`config.mk`:
```
export PLATFORM = sky130hd
export DESIGN_NAME = wrwdg_top
export DESIGN_NICKNAME = d
export VERILOG_FILES = /design/src/verilog/wrwdg_top.v
export VERILOG_INCLUDE_DIRS = /design/src /design/src/verilog
export SDC_FILE = /design/constraint.sdc
export NUM_CORES = 1
export LEC_CHECK = 0
export BUFFER_PORTS_ARGS = -buffer_cell sky130_fd_sc_hd__buf_2
export CAP_MARGIN = 40
export CELL_PAD_IN_SITES_DETAIL_PLACEMENT = 0
export CELL_PAD_IN_SITES_GLOBAL_PLACEMENT = 1
export CORE_MARGIN = 2
export CORE_UTILIZATION = 42
export CTS_CLUSTER_DIAMETER = 50
export CTS_CLUSTER_SIZE = 14
export DETAILED_ROUTE_END_ITERATION = 7
export PLACE_DENSITY = 0.93
export RECOVER_POWER = 50
export SLEW_MARGIN = 40
export SYNTH_ARGS = -nofsm -noshare
export SYNTH_HDL_FRONTEND = slang
export SYNTH_SLANG_ARGS = --single-unit
```
`constraint.sdc`:
```
create_clock -name pclk -period 2.9 [get_ports pclk]
set_clock_uncertainty 0.15 [all_clocks]
set_input_delay 0.29 -clock pclk [delete_from_list [all_inputs] [get_ports pclk]]
set_output_delay 0.29 -clock pclk [all_outputs]
set_load 0.005 [all_outputs]
```
`src/verilog/wrwdg_defines.vh`:
```
// Constants for the windowed reset watchdog
`ifndef WRWDG_DEFINES_VH
`define WRWDG_DEFINES_VH
`define WRWDG_CTRL_OFF 12'h000
`define WRWDG_STAT_OFF 12'h004
`define WRWDG_CTRL_RESET 8'h7f
`define WRWDG_ACT_BIT 7
`define WRWDG_TOP_BIT 6
`define WRWDG_PRESCALE 16384
`define WRWDG_PULSE_NS 500
`define WRWDG_CLK_NS 10
`define WRWDG_PULSE_CYC ((`WRWDG_PULSE_NS + `WRWDG_CLK_NS - 1) / `WRWDG_CLK_NS)
`endif

```
`src/verilog/wrwdg_top.v`:
```
// Windowed reset watchdog with APB control register
//
// Contract
// - Counter decrements every 16384 divided-clock cycles.
// - Timeout set in 64 decrement steps.
// - Top bit clearing when active starts reset.
// - Counter runs even while not activated.
// - Activation cleared only by reset.
// - Active with top bit zero resets immediately.
// - Halt while active resets, option selected.
// - Hardware option makes watchdog always active.
// - Writes never reset the prescaler.
// - Low six bits count remaining periods.
// - Control resets to 7Fh, bit layout.
//
// The implementer's own choices: the register offsets and the APB interface to the registers.
`timescale 1ns/1ns
`include "wrwdg_defines.vh"

module wrwdg_top #(
	parameter PRESCALE = `WRWDG_PRESCALE,
	parameter PULSE_CYC = `WRWDG_PULSE_CYC
) (
	// Clock and reset
	input wire pclk,
	input wire presetn,
	// APB slave
	input wire psel,
	input wire penable,
	input wire pwrite,
	input wire [11:0] paddr,
	input wire [31:0] pwdata,
	input wire [3:0] pstrb,
	output reg [31:0] prdata,
	output reg pready,
	output reg pslverr,
	// Divided oscillator tick, option pins and halt input
	input wire osc_div_clock,
	input wire opt_hw_watchdog,
	input wire opt_reset_on_halt,
	input wire halt_exec,
	// Reset output, active low
	output reg wdg_reset_n
);

	reg [2:0] tick_sync_q;
	reg [1:0] hw_sync_q;
	reg [1:0] halt_opt_sync_q;
	reg [1:0] halt_sync_q;
	reg [15:0] presc_q;
	reg [7:0] ctrl_q;
	reg [7:0] ctrl_d;
	reg [15:0] pulse_q;
	reg trip_d;
	reg cnt_seen_q;
	wire tick_edge;
	wire dec_due;
	wire active;
	wire wr_ctrl;
	wire [7:0] wdata;
	// Counts cut to register width on purpose
	localparam [15:0] PRESC_LAST = PRESCALE - 1;
	localparam [15:0] PULSE_LOAD = PULSE_CYC;

	// Decode of the byte registers
	function is_ctrl;
		input [11:0] a;
		begin
			is_ctrl = (a == `WRWDG_CTRL_OFF);
		end
	endfunction

	function is_stat;
		input [11:0] a;
		begin
			is_stat = (a == `WRWDG_STAT_OFF);
		end
	endfunction

	// Two-flop synchronisers; edge detect reads second and third stages
	always @(posedge pclk or negedge presetn) begin
		if (!presetn) begin
			tick_sync_q <= 3'h0;
			hw_sync_q <= 2'h0;
			halt_opt_sync_q <= 2'h0;
			halt_sync_q <= 2'h0;
		end else begin
			tick_sync_q <= {tick_sync_q[1:0], osc_div_clock};
			hw_sync_q <= {hw_sync_q[0], opt_hw_watchdog};
			halt_opt_sync_q <= {halt_opt_sync_q[0], opt_reset_on_halt};
			halt_sync_q <= {halt_sync_q[0], halt_exec};
		end
	end

	assign tick_edge = tick_sync_q[1] & ~tick_sync_q[2];

	// Free-running prescaler, never cleared by writes
	always @(posedge pclk or negedge presetn) begin
		if (!presetn) begin
			presc_q <= 16'h0000;
		end else if (tick_edge) begin
			if (presc_q == PRESC_LAST) begin
				presc_q <= 16'h0000;
			end else begin
				presc_q <= presc_q + 16'h0001;
			end
		end
	end

	assign dec_due = tick_edge && (presc_q == PRESC_LAST);
	assign active = ctrl_q[`WRWDG_ACT_BIT] | hw_sync_q[1];
	assign wr_ctrl = psel && penable && pwrite && is_ctrl(paddr) && pstrb[0];
	assign wdata = pwdata[7:0];

	// Control register next value and trip detect
	always @* begin
		ctrl_d = ctrl_q;
		trip_d = 1'b0;
		if (wr_ctrl) begin
			// Activation is sticky, counter loaded from the write
			ctrl_d[6:0] = wdata[6:0];
			ctrl_d[7] = ctrl_q[7] | wdata[7];
			if ((ctrl_d[7] | hw_sync_q[1]) && !wdata[`WRWDG_TOP_BIT]) begin
				trip_d = 1'b1;
			end
		end else if (dec_due) begin
			ctrl_d[6:0] = ctrl_q[6:0] - 7'h01;
			if (active && ctrl_q[6:0] == 7'h40) begin
				trip_d = 1'b1;
			end
		end
		if (active && halt_opt_sync_q[1] && halt_sync_q[1]) begin
			trip_d = 1'b1;
		end
	end

	always @(posedge pclk or negedge presetn) begin
		if (!presetn) begin
			ctrl_q <= `WRWDG_CTRL_RESET;
			cnt_seen_q <= 1'b0;
		end else begin
			ctrl_q <= ctrl_d;
			cnt_seen_q <= cnt_seen_q | dec_due;
		end
	end

	// Reset pulse of fixed length
	always @(posedge pclk or negedge presetn) begin
		if (!presetn) begin
			pulse_q <= 16'h0000;
			wdg_reset_n <= 1'b1;
		end else begin
			// A trip in the last pulse cycle restarts the pulse; trips earlier in the pulse are dropped
			if (trip_d && pulse_q <= 16'h0001) begin
				pulse_q <= PULSE_LOAD;
				wdg_reset_n <= 1'b0;
			end else if (pulse_q > 16'h0001) begin
				pulse_q <= pulse_q - 16'h0001;
				wdg_reset_n <= 1'b0;
			end else begin
				pulse_q <= 16'h0000;
				wdg_reset_n <= 1'b1;
			end
		end
	end

	// APB: no wait state, answer in access phase
	always @(posedge pclk or negedge presetn) begin
		if (!presetn) begin
			prdata <= 32'h00000000;
			pready <= 1'b0;
			pslverr <= 1'b0;
		end else begin
			pready <= psel && !penable;
			pslverr <= psel && !penable && !is_ctrl(paddr) && !is_stat(paddr);
			if (psel && !penable && !pwrite && is_ctrl(paddr)) begin
				prdata <= {24'h000000, ctrl_q};
			end else if (psel && !penable && !pwrite && is_stat(paddr)) begin
				prdata <= {28'h0000000, ~wdg_reset_n, halt_sync_q[1], active, cnt_seen_q};
			end else begin
				prdata <= 32'h00000000;
			end
		end
	end

endmodule // wrwdg_top

```
==> results.cfg <==
[grt]
grt_pass1_vias = 1963
antenna_found_initial = 0
grt_max_degree = 62
grtUsageMet3_pct = 5.32
grt_overflow_total = 0
grt_pass1_wl_um = 8890
grt-busiest-layer = met2
grt_usage_pct = 15.0
use_met2_pct = 25.3
met1_usage_pct = 17.6

[timing]
rsz0062_at_grt = false
final_max_slew_viol_count = 0
worst_pin_slew_ns = 1.05
timing.fmax_mhz = 507
tns_ns = 0
period_share_pct = 68.0
hold_viol = 0
slew_headroom_pct = 29.9
min_period_ns = 1.97
setup_viol = 0
whs_ns = 0.0155

[worst_setup_path]
cp.arrival_ns = 2.06
startpoint = pulse_q[0]
r2r_start = pulse_q[0]
worstSetupPathType = reg -> reg
critPathMaxFanout = 13
endpoint_kind = flip-flop
cp_data_required_time_ns = 2.99
start_kind = flip-flop

[finish]
diodes = 0
nets = 393
regArea_mm2 = 0.00154
area_delta_synth_final_pct = 15.4
final_util_pct = 50.3
multi_input_area_mm2 = 0.00128
drive_gt1_share_pct = 24.7
fillers = 635

[yosys]
synth_flop_cell = dfrtp_1
synth.distinct_cells = 52
yosys-top-cells-area = dfrtp_1 45%, dfstp_2 7.1%, buf_4 6.5%
synth_warnings = 0
syn_inst = 276
synthArstFlopShare_pct = 100
synth_top_area_cell = dfrtp_1
synthDominantCellAreaShare_pct = 44.5
seq_area_frac_synth_pct = 51.6
ys_ff_latch = 61
syn-cell-area_mm2 = 0.00298
synth_edf_count = 0
syn_avg_cell_area_um2 = 10.8

[route]
drt_iter0_markers = 83
via_per_inst = 4.68
totalWireLength_um = 5160
drtPass1Iterations = 4
vias = 2022
drcViolationCount = 0
wl_per_cell_um = 12.0
drtAntennaViolNets = 0

[clock_network]
clk_path_buf_depth = 2
clkTransAtPathRegs_ns = 0.07
cts_root_buf = clkbuf_8
post_cts_resized = 0
cts_tree = built
insertion_delay_ns = 0.34
cts.sinks = 61
htreeDepth = 3
numCtsBuffers = 9

[floorplanning]
die_y_um = 88.2
ios = 92
die_w_um = 88.2
core_area_mm2 = 0.00683
start_util_pct = 43.6
rows = 30
die_area_mm2 = 0.00779

[placement]
portBuffers = 40
dp_hpwl_um = 3690
gp_congestion = 0.792

[worst_hold_path]
hp-start = pwdata[1]
hp-class = in -> reg

[power_and_ir_drop]
power.static_leakage_nw = 1.62
p_per_area_mw_per_mm2 = 653
peakVddDrop_v = 0.000307

[outcome]
status = completed

[job]
drv_cap = 0
[worst max-delay path: stages (launching register included)]
cell,delay [ns]
dfrtp_1,0.43
inv_1,0.08
ha_1,0.24
nor2_1,0.06
nor4_1,0.24
and3_2,0.41
inv_1,0.14
o21a_1,0.12
[synthesized netlist by cell type (2+ instances only)]
cell type / n
dfrtp_1: 53
nor2_1: 36
buf_4: 26
nand2_1: 17
xnor2_1: 17
xor2_1: 14
inv_1: 10
nor3_1: 9
dfstp_2: 8
and2_1: 5
ha_1: 5
mux2_2: 5
nand3_1: 5
nand4_1: 5
a21oi_1: 4
buf_2: 4
nor4_1: 4
nand2b_1: 3
nand4b_1: 3
nor4_2: 3
a211oi_1: 2
a21o_1: 2
and3_1: 2
and3b_1: 2
mux2i_1: 2
nor2_2: 2
nor3b_1: 2
o21ai_1: 2
[registers in the layout, summed over array words and instances (netlist names)]
signal and flops:
wdg_reset_n 1, halt_sync_q 2, halt_opt_sync_q 2, hw_sync_q 2
prdata 8, tick_sync_q 3, ctrl_q 8, presc_q 16
pulse_q 16, pslverr 1, pready 1, cnt_seen_q 1
[cells in the final DEF (no fill, tap or decap), types with 3 or more instances in the layout]
cell	synthesis	routed
dfrtp_1	53	53
nand3_1	5	5
nand4b_1	3	3
ha_1	5	5
nand2_1	17	17
dfstp_2	8	8
mux2_2	5	5
nor4_1	4	4
clkinv_2	0	4
inv_1	10	10
buf_2	4	40
conb_1	1	24
nor2_1	36	36
and2_1	5	5
nand4_1	5	5
clkbuf_1	0	3
xnor2_1	17	17
xor2_1	14	14
dlygate4sd3_1	0	7
nor3_1	9	9
clkbuf_8	0	9
a21oi_1	4	4
nand2b_1	3	3
nor4_2	3	3
[timing repair]
action / in CTS / in global routing
hold buffers: 7 / 0
setup buffers: 0 / 0
hold endpoints to repair: 59 / 0
[kinds of logic (layout without fill, tap and decap cells)]
group,count (synthesis),count (layout),share of synthesized area [%]
mux,7,7,2.56
xor+xnor,31,31,9.11
fa+ha+maj,5,5,2.10
flops,61,61,51.6
compound gates,19,19,4.53
buf+inv,40,77,8.48
simple gates,112,112,21.5
other cells,1,24,0.126
[power by group]
| group | leakage (nW) | internal (mW) | switching [mW] | total [mW] |
|---|---|---|---|---|
| logic | 0.775 | 0.230 | 0.219 | 0.449 |
| clock network | 0.0829 | 0.304 | 0.319 | 0.623 |
| registers | 0.767 | 0.999 | 0.174 | 1.17 |
| total | 1.62 | 1.53 | 0.712 | 2.24 |
[per-stage QoR]
step / area (um^2) / power [mW] / worst slack (ns) / std cells
2_1_floorplan: 3070 / 1.53 / 1.10 / 299
3_3_place_gp: 3190 / 1.60 / 0.917 / 408
3_5_place_dp: 3190 / 1.63 / 0.894 / 408
4_1_cts: 3420 / 2.27 / 0.908 / 431
5_1_grt: 3440 / 2.40 / 0.727 / 432
6_report: 3440 / 2.24 / 0.928 / 432
[cell type report]
class / count / share of cell area, %
sequential: 61 / 44.7
inverter: 10 / 1.09
multi-input combinational: 198 / 37.1
timing repair buffer: 51 / 8.99
tap: 96 / 3.49
clock buffer: 11 / 3.82
clock inverter: 5 / 0.800
[final timing paths]
check / endpoint / slack (ns) / cells after the start
setup / recovery: pulse_q[3] / 0.93 / 7
hold / removal: ctrl_q[1] / 0.02 / 3
setup reg to reg: pulse_q[3] / 0.93 / 7
hold reg to reg: halt_sync_q[1] / 0.20 / 0
max in group asynchronous: ctrl_q[4] / 1.18 / 4
min in group asynchronous: pulse_q[5] / 0.59 / 3
[layer usage]
metal	share of wire, %	vias to the layer above
met5	0	-
met4	1.4	0
met3	5.5	5
met2	48	59
met1	45	962
li1	-	996
(Power assumes the default switching activity.)
